$ cat src/verilog/ccs_defs.vh
// constants and register map for the configuration clear and start-up sequencer
//
// Contract
// - while restart is low, keep cycling through every memory address clearing it
// - after restart rises, finish one full clearing pass before leaving clear
// - drive clear-status low, open-drain, for the whole clearing time
// - clear-status held low from outside blocks entry to data loading
// - default order: release output float one cycle after completion goes high
// - default: release state reset and store enable together one cycle later
// - release timing of float, reset and store enable is reconfigurable
// - option: release events wait until all shared completion pins are high
// - option: pause start-up at a chosen stage until selected loops lock
// - accept frames loaded in sequence up to a fixed total bit count
// - support readback of stored frames and of live user storage state
// - configure automatically at power-up and again whenever restart is asserted
// - release clear-status after clearing; raise completion when configuration ends
`ifndef CCS_DEFS_VH
`define CCS_DEFS_VH

`define CCS_ADDR_W        8
`define CCS_DATA_W        32
`define CCS_MEM_WORDS     16
`define CCS_IDX_W         4
`define CCS_BITS_W        24
`define CCS_BITS_PER_WORD 24'h000020
`define CCS_LOAD_BITS_MIN 559232
`define CCS_LOAD_BITS_MAX 6127776

`define CCS_REG_CTRL      8'h00
`define CCS_REG_STATUS    8'h04
`define CCS_REG_FRAME_IDX 8'h08
`define CCS_REG_FRAME_DAT 8'h0c
`define CCS_REG_BIT_COUNT 8'h10
`define CCS_REG_USER_SNAP 8'h14

`define CCS_CTRL_FLOAT_LSB  0
`define CCS_CTRL_RESET_LSB  3
`define CCS_CTRL_STORE_LSB  6
`define CCS_CTRL_SYNC_BIT   9
`define CCS_CTRL_DLLEN_BIT  10
`define CCS_CTRL_DLLSTG_LSB 11
`define CCS_CTRL_MASK_LSB   16
`define CCS_CTRL_W          20
`define CCS_CTRL_RESET_VAL  20'h00091

`define CCS_STAGE_W       3
`define CCS_STAGE_LAST    3'h7
`define CCS_DLL_W         4

`endif

$ cat src/verilog/ccs_sequencer.v
// configuration sequencer: memory clear, frame load, readback and start-up release
`timescale 1ns/1ps
`include "ccs_defs.vh"
module ccs_sequencer #(
    parameter [23:0] LOAD_BITS = 24'd559232
) (
    input  wire                     core_clk,
    input  wire                     srst,
    input  wire                     restart_n,
    input  wire                     clear_status_in,
    output wire                     clear_status_out,
    output wire                     clear_status_oe,
    input  wire                     done_in,
    output wire                     done_out,
    output wire                     done_oe,
    input  wire [`CCS_DLL_W-1:0]    dll_locked,
    input  wire [`CCS_DATA_W-1:0]   user_state,
    output reg                      global_output_float,
    output reg                      global_state_reset,
    output reg                      global_store_enable,
    input  wire [`CCS_ADDR_W-1:0]   reg_addr,
    input  wire [`CCS_DATA_W-1:0]   reg_wdata,
    input  wire                     reg_wr,
    input  wire                     reg_rd,
    output reg  [`CCS_DATA_W-1:0]   reg_rdata
);

    localparam [2:0] PH_CLEAR   = 3'h0;
    localparam [2:0] PH_INIT    = 3'h1;
    localparam [2:0] PH_LOAD    = 3'h2;
    localparam [2:0] PH_STARTUP = 3'h3;
    localparam [2:0] PH_RUN     = 3'h4;

    localparam integer          IDX_LAST_I = `CCS_MEM_WORDS - 1;
    localparam [`CCS_IDX_W-1:0] IDX_LAST   = IDX_LAST_I[`CCS_IDX_W-1:0];

    // true once the stage about to be entered has reached a release field
    function reached;
        input [`CCS_STAGE_W-1:0] stage;
        input [`CCS_STAGE_W-1:0] field;
        begin
            reached = (stage >= field);
        end
    endfunction

    // pin synchronisers: first stage is read only by the second
    reg                    restart_m_q, restart_s_q;
    reg                    init_m_q,    init_s_q;
    reg                    donep_m_q,   donep_s_q;
    reg [`CCS_DLL_W-1:0]   dll_m_q,     dll_s_q;

    always @(posedge core_clk) begin
        if (srst) begin
            restart_m_q <= 1'b0;
            restart_s_q <= 1'b0;
            init_m_q    <= 1'b0;
            init_s_q    <= 1'b0;
            donep_m_q   <= 1'b0;
            donep_s_q   <= 1'b0;
            dll_m_q     <= 4'h0;
            dll_s_q     <= 4'h0;
        end else begin
            restart_m_q <= restart_n;
            restart_s_q <= restart_m_q;
            init_m_q    <= clear_status_in;
            init_s_q    <= init_m_q;
            donep_m_q   <= done_in;
            donep_s_q   <= donep_m_q;
            dll_m_q     <= dll_locked;
            dll_s_q     <= dll_m_q;
        end
    end

    reg [2:0]                phase_q;
    reg [`CCS_IDX_W-1:0]     clr_idx_q;
    reg                      pass_ok_q;
    reg [`CCS_IDX_W-1:0]     frame_idx_q;
    reg [`CCS_BITS_W-1:0]    bit_cnt_q;
    reg [`CCS_STAGE_W-1:0]   stage_q;
    reg                      done_q;
    reg [`CCS_CTRL_W-1:0]    ctrl_q;

    wire [`CCS_STAGE_W-1:0] fld_float  = ctrl_q[`CCS_CTRL_FLOAT_LSB +: `CCS_STAGE_W];
    wire [`CCS_STAGE_W-1:0] fld_reset  = ctrl_q[`CCS_CTRL_RESET_LSB +: `CCS_STAGE_W];
    wire [`CCS_STAGE_W-1:0] fld_store  = ctrl_q[`CCS_CTRL_STORE_LSB +: `CCS_STAGE_W];
    wire                    sync_en    = ctrl_q[`CCS_CTRL_SYNC_BIT];
    wire                    dll_en     = ctrl_q[`CCS_CTRL_DLLEN_BIT];
    wire [`CCS_STAGE_W-1:0] dll_stage  = ctrl_q[`CCS_CTRL_DLLSTG_LSB +: `CCS_STAGE_W];
    wire [`CCS_DLL_W-1:0]   dll_mask   = ctrl_q[`CCS_CTRL_MASK_LSB +: `CCS_DLL_W];

    wire in_clear   = (phase_q == PH_CLEAR);
    wire restart_lo = ~restart_s_q;

    // register access decode
    wire wr_ctrl  = reg_wr && (reg_addr == `CCS_REG_CTRL);
    wire wr_idx   = reg_wr && (reg_addr == `CCS_REG_FRAME_IDX);
    wire wr_frame = reg_wr && (reg_addr == `CCS_REG_FRAME_DAT) && (phase_q == PH_LOAD);
    wire rd_frame = reg_rd && (reg_addr == `CCS_REG_FRAME_DAT) && !in_clear;

    // the store is written by the clear sweep or by frame loads, never both
    wire                    mem_wr_en   = in_clear | wr_frame;
    wire [`CCS_IDX_W-1:0]   mem_wr_idx  = in_clear ? clr_idx_q : frame_idx_q;
    wire [`CCS_DATA_W-1:0]  mem_wr_data = in_clear ? {`CCS_DATA_W{1'b0}} : reg_wdata;
    wire [`CCS_DATA_W-1:0]  mem_rd_data;

    ccs_frame_mem u_mem (
        .core_clk (core_clk),
        .wr_en    (mem_wr_en),
        .wr_idx   (mem_wr_idx),
        .wr_data  (mem_wr_data),
        .rd_idx   (frame_idx_q),
        .rd_data  (mem_rd_data)
    );

    // start-up advance conditions
    wire dll_hold  = dll_en && (stage_q == dll_stage)
                     && ((dll_s_q & dll_mask) != dll_mask);
    wire sync_hold = sync_en && !donep_s_q;
    wire advance   = (phase_q == PH_STARTUP) && !dll_hold && !sync_hold;
    wire [`CCS_STAGE_W-1:0] stage_nx = stage_q + 3'h1;

    wire [`CCS_BITS_W-1:0] bits_nx = bit_cnt_q + `CCS_BITS_PER_WORD;
    wire                   load_full = (bits_nx >= LOAD_BITS);

    always @(posedge core_clk) begin
        if (srst) begin
            phase_q     <= PH_CLEAR;
            clr_idx_q   <= 4'h0;
            pass_ok_q   <= 1'b0;
            frame_idx_q <= 4'h0;
            bit_cnt_q   <= 24'h000000;
            stage_q     <= 3'h0;
            done_q      <= 1'b0;
            global_output_float <= 1'b1;
            global_state_reset  <= 1'b1;
            global_store_enable <= 1'b0;
        end else if (restart_lo && !in_clear) begin
            // restart pin aborts whatever is running and starts over
            phase_q     <= PH_CLEAR;
            clr_idx_q   <= 4'h0;
            pass_ok_q   <= 1'b0;
            bit_cnt_q   <= 24'h000000;
            stage_q     <= 3'h0;
            done_q      <= 1'b0;
            global_output_float <= 1'b1;
            global_state_reset  <= 1'b1;
            global_store_enable <= 1'b0;
        end else begin
            if (wr_idx) begin
                frame_idx_q <= reg_wdata[`CCS_IDX_W-1:0];
            end else if (wr_frame || rd_frame) begin
                frame_idx_q <= frame_idx_q + 4'h1;
            end
            case (phase_q)
                PH_CLEAR: begin
                    // sweep never stops; a pass counts only if restart was high throughout
                    clr_idx_q <= clr_idx_q + 4'h1;
                    if (clr_idx_q == 4'h0) begin
                        pass_ok_q <= restart_s_q;
                    end else if (restart_lo) begin
                        pass_ok_q <= 1'b0;
                    end
                    if ((clr_idx_q == IDX_LAST) && pass_ok_q && restart_s_q) begin
                        phase_q <= PH_INIT;
                    end
                end
                PH_INIT: begin
                    // pin still low means someone outside holds it
                    if (init_s_q) begin
                        phase_q     <= PH_LOAD;
                        frame_idx_q <= 4'h0;
                    end
                end
                PH_LOAD: begin
                    if (wr_frame) begin
                        bit_cnt_q <= bits_nx;
                        if (load_full) begin
                            phase_q <= PH_STARTUP;
                            done_q  <= 1'b1;
                            stage_q <= 3'h0;
                        end
                    end
                end
                PH_STARTUP: begin
                    if (advance) begin
                        stage_q <= stage_nx;
                        if (reached(stage_nx, fld_float)) begin
                            global_output_float <= 1'b0;
                        end
                        if (reached(stage_nx, fld_reset)) begin
                            global_state_reset <= 1'b0;
                        end
                        if (reached(stage_nx, fld_store)) begin
                            global_store_enable <= 1'b1;
                        end
                        if (stage_q == `CCS_STAGE_LAST) begin
                            phase_q             <= PH_RUN;
                            global_output_float <= 1'b0;
                            global_state_reset  <= 1'b0;
                            global_store_enable <= 1'b1;
                        end
                    end
                end
                PH_RUN: begin
                    phase_q <= PH_RUN;
                end
                default: begin
                    phase_q <= PH_CLEAR;
                end
            endcase
        end
    end

    // open-drain pins: only ever pull low, release means high through the pull-up
    assign clear_status_out = 1'b0;
    assign clear_status_oe  = in_clear;
    assign done_out         = 1'b0;
    assign done_oe          = ~done_q;

    // control register and read port
    always @(posedge core_clk) begin
        if (srst) begin
            ctrl_q <= `CCS_CTRL_RESET_VAL;
        end else if (wr_ctrl) begin
            ctrl_q <= reg_wdata[`CCS_CTRL_W-1:0];
        end
    end

    reg [`CCS_DATA_W-1:0] rdata_d;

    always @* begin
        rdata_d = 32'h00000000;
        case (reg_addr)
            `CCS_REG_CTRL: begin
                rdata_d[`CCS_CTRL_W-1:0] = ctrl_q;
            end
            `CCS_REG_STATUS: begin
                rdata_d[2:0]   = phase_q;
                rdata_d[3]     = done_q;
                rdata_d[4]     = init_s_q;
                rdata_d[7:5]   = stage_q;
                rdata_d[8]     = global_output_float;
                rdata_d[9]     = global_state_reset;
                rdata_d[10]    = global_store_enable;
                rdata_d[14:11] = dll_s_q;
                rdata_d[15]    = donep_s_q;
            end
            `CCS_REG_FRAME_IDX: begin
                rdata_d[`CCS_IDX_W-1:0] = frame_idx_q;
            end
            `CCS_REG_FRAME_DAT: begin
                // memory is being wiped during clear, so readback shows zero then
                if (!in_clear) begin
                    rdata_d = mem_rd_data;
                end
            end
            `CCS_REG_BIT_COUNT: begin
                rdata_d[`CCS_BITS_W-1:0] = bit_cnt_q;
            end
            `CCS_REG_USER_SNAP: begin
                rdata_d = user_state;
            end
            default: begin
                rdata_d = 32'h00000000;
            end
        endcase
    end

    always @(posedge core_clk) begin
        if (srst) begin
            reg_rdata <= 32'h00000000;
        end else if (reg_rd) begin
            reg_rdata <= rdata_d;
        end else begin
            reg_rdata <= 32'h00000000;
        end
    end
endmodule // ccs_sequencer

$ cat src/verilog/ccs_frame_mem.v
// flip-flop frame store with one write port and one combinational read port
`timescale 1ns/1ps
module ccs_frame_mem (
    core_clk,
    wr_en,
    wr_idx,
    wr_data,
    rd_idx,
    rd_data
);
`include "ccs_defs.vh"
    input  wire                     core_clk;
    input  wire                     wr_en;
    input  wire [`CCS_IDX_W-1:0]    wr_idx;
    input  wire [`CCS_DATA_W-1:0]   wr_data;
    input  wire [`CCS_IDX_W-1:0]    rd_idx;
    output wire [`CCS_DATA_W-1:0]   rd_data;

    reg [`CCS_DATA_W-1:0] mem_q [0:`CCS_MEM_WORDS-1];

    genvar g;
    generate
        for (g = 0; g < `CCS_MEM_WORDS; g = g + 1) begin : g_word
            always @(posedge core_clk) begin
                if (wr_en && ({{(32-`CCS_IDX_W){1'b0}}, wr_idx} == g)) begin
                    mem_q[g] <= wr_data;
                end
            end
        end
    endgenerate

    // no reset on the store: the clear phase wipes it
    assign rd_data = mem_q[rd_idx];
endmodule // ccs_frame_mem

$ cat config.mk
export PLATFORM = sky130hd
export DESIGN_NAME = ccs_sequencer
export DESIGN_NICKNAME = d
export VERILOG_FILES = /design/src/verilog/ccs_sequencer.v /design/src/verilog/ccs_frame_mem.v
export VERILOG_INCLUDE_DIRS = /design/src /design/src/verilog
export SDC_FILE = /design/constraint.sdc
export NUM_CORES = 1
export LEC_CHECK = 0
export ABC_AREA = 1
export BUFFER_PORTS_ARGS = -buffer_cell sky130_fd_sc_hd__buf_4
export CAP_MARGIN = 5
export CORE_MARGIN = 3
export CORE_UTILIZATION = 61
export CTS_CLUSTER_DIAMETER = 30
export DETAILED_ROUTE_END_ITERATION = 7
export PLACE_DENSITY = 0.79
export SLEW_MARGIN = 20
export SYNTH_ARGS = -nofsm -noshare
export SYNTH_HDL_FRONTEND = slang
export SYNTH_SLANG_ARGS = --single-unit
$ cat constraint.sdc
create_clock -name core_clk -period 4.6 [get_ports core_clk]
set_input_delay 0.46 -clock core_clk [delete_from_list [all_inputs] [get_ports core_clk]]
set_output_delay 0.46 -clock core_clk [all_outputs]
set_load 0.005 [all_outputs]
==> flow_summary_export.csv, run 1 <==
group,metric,value,unit
setup_path,r2r_cells,10,
sta,period_share,75.6,%
synth,synthCells,2228,
setup_path,cp.required,4.95,ns
clock_tree,cts_tree,"done",
detailed_routing,wl,75.4,mm
sta,relSlewSlack,19.6,%
power_and_ir_drop,p_leak,11.4,nW
synth,yosys-top-cells-count,"512 x edfxtp_1, 321 x o21ai_0, 260 x inv_1",
floorplan,placementRows,74,
synth,yosysMostFrequentCell,"edfxtp_1",
clock_tree,post_cts_resized,0,
clock_tree,holdBufCountCts,0,
setup_path,critPathArrivalTime,3.83,ns
clock_tree,htree_levels,3,
setup_path,crit_start,"phase_q[0]",
finish,multi_input_area,7100,um2
grt,grt_overflow,0,
setup_path,crit_path_start_kind,"flip-flop",
grt,antenna_found_initial,0,
clock_tree,cts_buffers,113,
clock_tree,cts-root-buf,"clkbuf_16",
setup_path,crit_end,"u_mem.mem_q[13][16]",
flow_run,drv_cap,0,
detailed_routing,drtAntennaViolNets,0,
floorplan,core_area,41500,um2
synth,synthTopCellsByArea,"edfxtp_1 59%, dfxtp_1 8.3%, o21ai_0 6.2%",
sta,grt_setup_unrepaired,"false",
finish,layout-drive-gt1-share,17.2,%
finish,fin_cells,3023,
setup_path,ff2ff_setup_slack,1.12,ns
synth,yosysTopAreaCellShare,59.2,%
sta,hold_violations,0,
finish,final_util,76.1,%
sta,timing.hold.ws,0.0459,ns
detailed_routing,viasPerCell,6.23,
power_and_ir_drop,ir_drop,0.492,mV
sta,skew,0.0372,ns
synth,syn_area_per_cell,11.7,um2
floorplan,fp.dieW,212,um
sta,period_needed,3.48,ns
setup_path,worstPathMaxFanout,43,
finish,diodes,0,
floorplan,io_pins,122,
place,dp_cells,2809,
detailed_routing,num_vias,18800,
floorplan,initial_utilization,62.6,%
synth,yosysTopAreaCell,"edfxtp_1",
clock_tree,clock_path_buffers,3,
grt,grt_max_degree,73,
place,dp_hpwl,47.0,mm
sta,fmax,287,MHz
synth,yosysWarnings,0,
finish,seqCellArea,17500,um2
synth,async_flop_share,0,%
power_and_ir_drop,power.density,616,nW/um2
hold_path,min_path_type,"primary input to flip-flop",
detailed_routing,wl_per_cell,24.9,um
setup_path,path_class,"flip-flop to flip-flop",
clock_tree,worstSkewPairLatency,0.66,ns
synth,synth.distinct_cells,47,
place,portBuffers,119,
sta,worst_slew_pin_slew,1.21,ns
synth,synth_seq_cells,620,
grt,grt_pass1_wl,112,mm
clock_tree,clock-sinks,620,
synth,synth-edff-count,512,
floorplan,die_area,45100,um2
sta,setup-violations-final,0,
finish,fillers,2442,
synth,synth_flop_cell,"edfxtp_1",
detailed_routing,drc,0,
setup_path,critPathCaptureType,"flip-flop",
grt,grt_usage,33.5,%
synth,synth_area,26000,um2
setup_path,r2r_start,"phase_q[0]",
finish,final_nets,2491,
finish,areaGrowthSynthToFinish,21.5,%
floorplan,fp.dieH,212,um
clock_tree,clkTransAtPathRegs,0.05,ns
sta,tns,0,ns
detailed_routing,drt_iter0_drc,2280,
place,routabilityCongestion,0.983,
setup_path,timing.rr.end,"u_mem.mem_q[13][16]",
synth,synth-seq-area-share,67.5,%
clock_tree,cts_setup_buffers,0,
sta,slew_viol_final,0,
detailed_routing,drtPass1Iterations,7,
grt,grt_pass1_vias,18600,
status,status,"complete, no violations",
-- sequential cells by signal (all words and copies together), names as in the netlist, named ones only --
signal               flops
donep_s_q                1
clr_idx_q                4
init_m_q                 1
restart_s_q              1
init_s_q                 1
global_output_float      1
stage_q                  3
dll_s_q                  4
done_q                   1
dll_m_q                  4
bit_cnt_q               19
frame_idx_q              4
global_store_enable      1
global_state_reset       1
restart_m_q              1
ctrl_q                  20
donep_m_q                1
phase_q                  3
reg_rdata               32
pass_ok_q                1
u_mem.mem_q            512
-- cell type report --
class                   count  area share [%]
clock buffers             134            9.47
clock inverters            80            3.02
inverters                 261            3.11
multi-input cells        1225            22.5
flip-flops and latches    620            55.6
well taps                 532            2.11
repair buffers            171            4.19
-- stage by stage --
step / area [um2] / setup WS, ns / total power, W
after floorplan: 26000 / 1.24 / 0.00945
after global placement: 27600 / 1.09 / 0.0108
after detailed placement: 27600 / 1.01 / 0.0109
after CTS: 31500 / 1.22 / 0.0194
after global routing: 31600 / 1.02 / 0.0200
final: 31600 / 1.12 / 0.0194
-- logic make-up after synthesis --
logic type | Yosys count | share of synthesized area (%)
AO/OA/AOI/OAI | 633 | 13.2
flip-flops | 620 | 67.5
AND/OR/NAND/NOR | 433 | 7.29
buffers and inverters | 384 | 5.82
multiplexers | 126 | 4.86
adder cells (fa/ha/maj) | 16 | 0.771
XOR/XNOR | 15 | 0.535
other | 1 | 0.0144
-- layout by cell type (no fill, tap or decap), types with 9 or more instances in the layout --
master and count:
o22ai_1 20, nor2_1 117, clkbuf_16 116, nand2_1 181, buf_4 168, o21ai_0 321
a31oi_1 12, clkinvlp_4 10, nor3_1 9, xor2_1 12, nor2_4 26, inv_6 10
clkinv_2 26, bufinv_16 17, nor2_2 19, a221oi_1 15, dfxtp_1 105, nand3_1 56
edfxtp_1 512, ha_1 16, o211ai_1 40, mux2i_1 126, clkinv_1 9, inv_1 258
a21oi_1 200, clkbuf_1 16
-- where the power goes --
group          switching, W  total (W)  internal, W  leakage (nW)
clock               0.00287    0.00849      0.00561          1.92
sequential         0.000242    0.00789      0.00764          5.66
combinational       0.00247    0.00307     0.000600          3.86
total               0.00559     0.0194       0.0139          11.4
-- worst max-delay path, cell delays in order, from the launching register on --
cell and delay [ns]:
dfxtp_1 0.32, inv_1 0.12, nand2_1 0.11, nor2_4 0.10
buf_4 0.53, or2_2 0.23, o21ai_0 0.26, inv_1 0.17
nand2_1 0.26, nor2_4 0.79, buf_4 0.29
-- per-layer routing --
layer	up-vias	routed length [um]	global-route usage, %
met4	0	4540	19.5
met3	247	7310	6.64
li1	8272	-	-
met2	1190	35400	52.2
met1	9128	28200	44.3
met5	-	0	0
-- worst min-delay path by stage --
stage                           start           to  slack, ns  cells past startpoint
after global routing          done_in    donep_m_q       0.06                      3
after CTS                     done_in    donep_m_q       0.03                      3
after floorplan            dll_m_q[0]   dll_s_q[0]       0.39                      2
after detailed placement  restart_m_q  restart_s_q       0.40                      2
after global placement    restart_m_q  restart_s_q       0.39                      2
final                         done_in    donep_m_q       0.05                      3
(Power assumes the default switching activity.)
==> run 2, diff against run 1 <==
- ABC_AREA: 1 -> 0
- clock period: 4.6 -> 3.6 ns (I/O delays scaled with it)
==> run 2 against run 1 <==
Wire length shrank 10%. Total power is 4.4% lower. Final cell count fell by 23%. Synthesized cell count fell by 33%. Worst hold slack got worse by 0.015 ns. Combinational power down 84%. Clock power is 20% higher. Largest cell class unchanged. Sequential power is essentially flat. Highest routed layer unchanged. Die area fell by 3.2%.
==> flow_summary_export.csv, run 2 <==
group,metric,value,unit
status,status,"complete, no violations",
detailed_routing,drtAntennaViolNets,0,
power_and_ir_drop,power.density,599,nW/um2
setup_path,r2r_start,"bit_cnt_q[8]",
detailed_routing,highest_layer,"met4",
hold_path,min_path_type,"primary input to flip-flop",
detailed_routing,num_vias,15300,
finish,seqCellArea,17500,um2
floorplan,io_pins,122,
setup_path,path_buf_inv,0,
setup_path,ff2ff_setup_slack,0.41,ns
sta,relSlewSlack,26.6,%
floorplan,fp.dieH,209,um
clock_tree,htree_levels,3,
place,portBuffers,119,
finish,diodes,0,
setup_path,cp.required,4.16,ns
grt,grt_max_degree,39,
hold_path,min_from,"reg_wdata[8]",
finish,areaGrowthSynthToFinish,23.6,%
hold_path,hold_end,"ctrl_q[8]",
grt,grt_pass1_vias,16100,
detailed_routing,drc,0,
detailed_routing,wl_per_cell,29.0,um
sta,skew,0.0317,ns
setup_path,critPathCaptureType,"flip-flop",
sta,slew_viol_final,0,
synth,synth-edff-count,512,
synth,syn_area_per_cell,16.9,um2
setup_path,path_class,"flip-flop to flip-flop",
synth,yosysWarnings,0,
floorplan,core_area,40200,um2
sta,hold_violations,0,
finish,largest_reg_flops,512,
synth,yosys-top-cells-count,"512 x edfxtp_1, 128 x mux4_2, 108 x dfxtp_1",
sta,period_share,88.7,%
clock_tree,clock-sinks,620,
synth,yosysTopAreaCellShare,61.2,%
synth,synth_flop_cell,"edfxtp_1",
synth,synthTopCellsByArea,"edfxtp_1 61%, mux4_2 11%, dfxtp_1 8.6%",
power_and_ir_drop,finalPower,0.0186,W
place,dp_hpwl,38.9,mm
floorplan,placementRows,73,
setup_path,critPathMostFrequentCell,"nand4_1",
setup_path,crit_path_max_incr_delay,0.78,ns
synth,synth-seq-area-share,69.8,%
finish,regMostFlops,"u_mem.mem_q",
finish,final_cell_mix,"512 x edfxtp_1, 171 x buf_4, 128 x mux4_2",
synth,synth.distinct_cells,69,
setup_path,cp_top_family,"simple AND/OR/NAND/NOR gates",
detailed_routing,viasPerCell,6.58,
synth,synth_area,25100,um2
detailed_routing,route.met3.wl,6.56,mm
place,routabilityCongestion,1.01,
setup_path,critPathArrivalTime,3.76,ns
synth,synthCells,1484,
sta,period_needed,3.19,ns
synth,synth_seq_cells,620,
sta,worst_slew_pin_slew,1.10,ns
floorplan,initial_utilization,62.5,%
clock_tree,worstSkewPairLatency,0.67,ns
place,postPlaceCellArea,27000,um2
clock_tree,cts_tree,"done",
finish,layout_commonest_cell,"edfxtp_1",
synth,yosysMostFrequentCell,"edfxtp_1",
finish,largestRegisters,"u_mem.mem_q: 512 flops, reg_rdata: 32 flops, ctrl_q: 20 flops",
grt,antenna_found_initial,1,
sta,grt_setup_unrepaired,"false",
floorplan,fp.dieW,209,um
synth,yosysTopAreaCell,"edfxtp_1",
clock_tree,cts_setup_buffers,0,
setup_path,cp_cell_sequence,"nand4_1 > nor4_4 > nand4_1 > a2111oi_0 > nand4_1 > o22ai_1",
sta,fmax,313,MHz
power_and_ir_drop,ir_drop,0.487,mV
setup_path,r2r_cells,6,
detailed_routing,wl,67.6,mm
flow_run,drv_cap,0,
hold_path,whs_path_depth,3,
finish,multi_input_area,7230,um2
clock_tree,cts_buffers,110,
finish,final_area,31000,um2
setup_path,crit_slowest_cell,"a2111oi_0",
detailed_routing,met2_length,33.9,mm
power_and_ir_drop,p_leak,11.0,nW
grt,grt_overflow,0,
synth,async_flop_share,0,%
setup_path,crit_path_start_kind,"flip-flop",
clock_tree,cts-root-buf,"clkbuf_16",
grt,grt_pass1_wl,101,mm
setup_path,timing.rr.end,"stage_q[1]",
clock_tree,clock_path_buffers,3,
finish,fillers,2157,
detailed_routing,drt-met1-wl,24.1,mm
detailed_routing,drt_iter0_drc,1765,
grt,grt_usage,31.3,%
clock_tree,clkTransAtPathRegs,0.05,ns
finish,layout-drive-gt1-share,31.2,%
detailed_routing,drtPass1Iterations,5,
sta,setup-violations-final,0,
finish,final_nets,1809,
floorplan,die_area,43600,um2
setup_path,worstPathMaxFanout,12,
==> run 2: worst max-delay path by stage <==
stage	startpoint	end	cells after the start
after global placement	reg_addr[0]	u_mem.mem_q[15][27]	7
after global routing	bit_cnt_q[8]	stage_q[2]	6
final	bit_cnt_q[8]	stage_q[1]	6
after floorplan	reg_addr[0]	u_mem.mem_q[9][0]	7
after detailed placement	reg_addr[0]	u_mem.mem_q[15][28]	7
after CTS	bit_cnt_q[8]	stage_q[1]	6
==> run 2: power by group <==
| group | total, W | internal [W] | switching [W] |
|---|---|---|---|
| sequential | 0.00787 | 0.00782 | 0.0000456 |
| clock | 0.0102 | 0.00643 | 0.00381 |
| combinational | 0.000488 | 0.000216 | 0.000272 |
| total | 0.0186 | 0.0145 | 0.00412 |
==> run 2: routing by layer <==
layer	vias up	global-route usage (%)
met5	-	0
met4	0	14.0
met3	208	8.03
met2	951	51.5
met1	7776	39.8
li1	6403	-
==> run 2: cell families after synthesis <==
| kind of cell | Yosys count | share of synthesized area, % |
|---|---|---|
| AOI/OAI and AO/OA | 187 | 5.20 |
| xor gates and xnor gates | 26 | 0.907 |
| adders and majority gates | 16 | 0.797 |
| buffers and inverters | 116 | 1.95 |
| DFF | 620 | 69.8 |
| muxes | 210 | 14.9 |
| other | 1 | 0.0149 |
| and+or+nand+nor | 308 | 6.43 |
==> run 2: worst min-delay path, cell delays in order <==
cell,delay [ns]
buf_4,0.12
mux2i_1,0.07
nor2_1,0.08
==> run 2: layout make-up <==
class	count	area share (%)
flip-flops and latches	620	56.5
multi-input cells	749	23.3
clock buffers	123	9.16
repair buffers	211	5.75
clock inverters	86	2.93
well taps	525	2.12
inverters	18	0.218
==> run 2: metrics by stage <==
stage,hold slack (ns),instances,setup slack (ns),utilization (%),setup TNS (ns)
finish,0.0308,2332,0.407,77.2,0
global route,0.0133,2332,0.260,77.2,0
CTS,0.0100,2332,0.529,77.2,0
detailed placement,0.429,2093,0.418,67.1,0
global placement,0.432,2093,0.472,67.1,0
floorplan,0.414,1485,-0.166,-,-71.08
==> run 2: timing repair <==
| action | 4_1_cts | 5_1_grt |
|---|---|---|
| resized for setup | 0 | 0 |
| endpoints found under the hold margin | 30 | 0 |
| hold buffers | 30 | 0 |
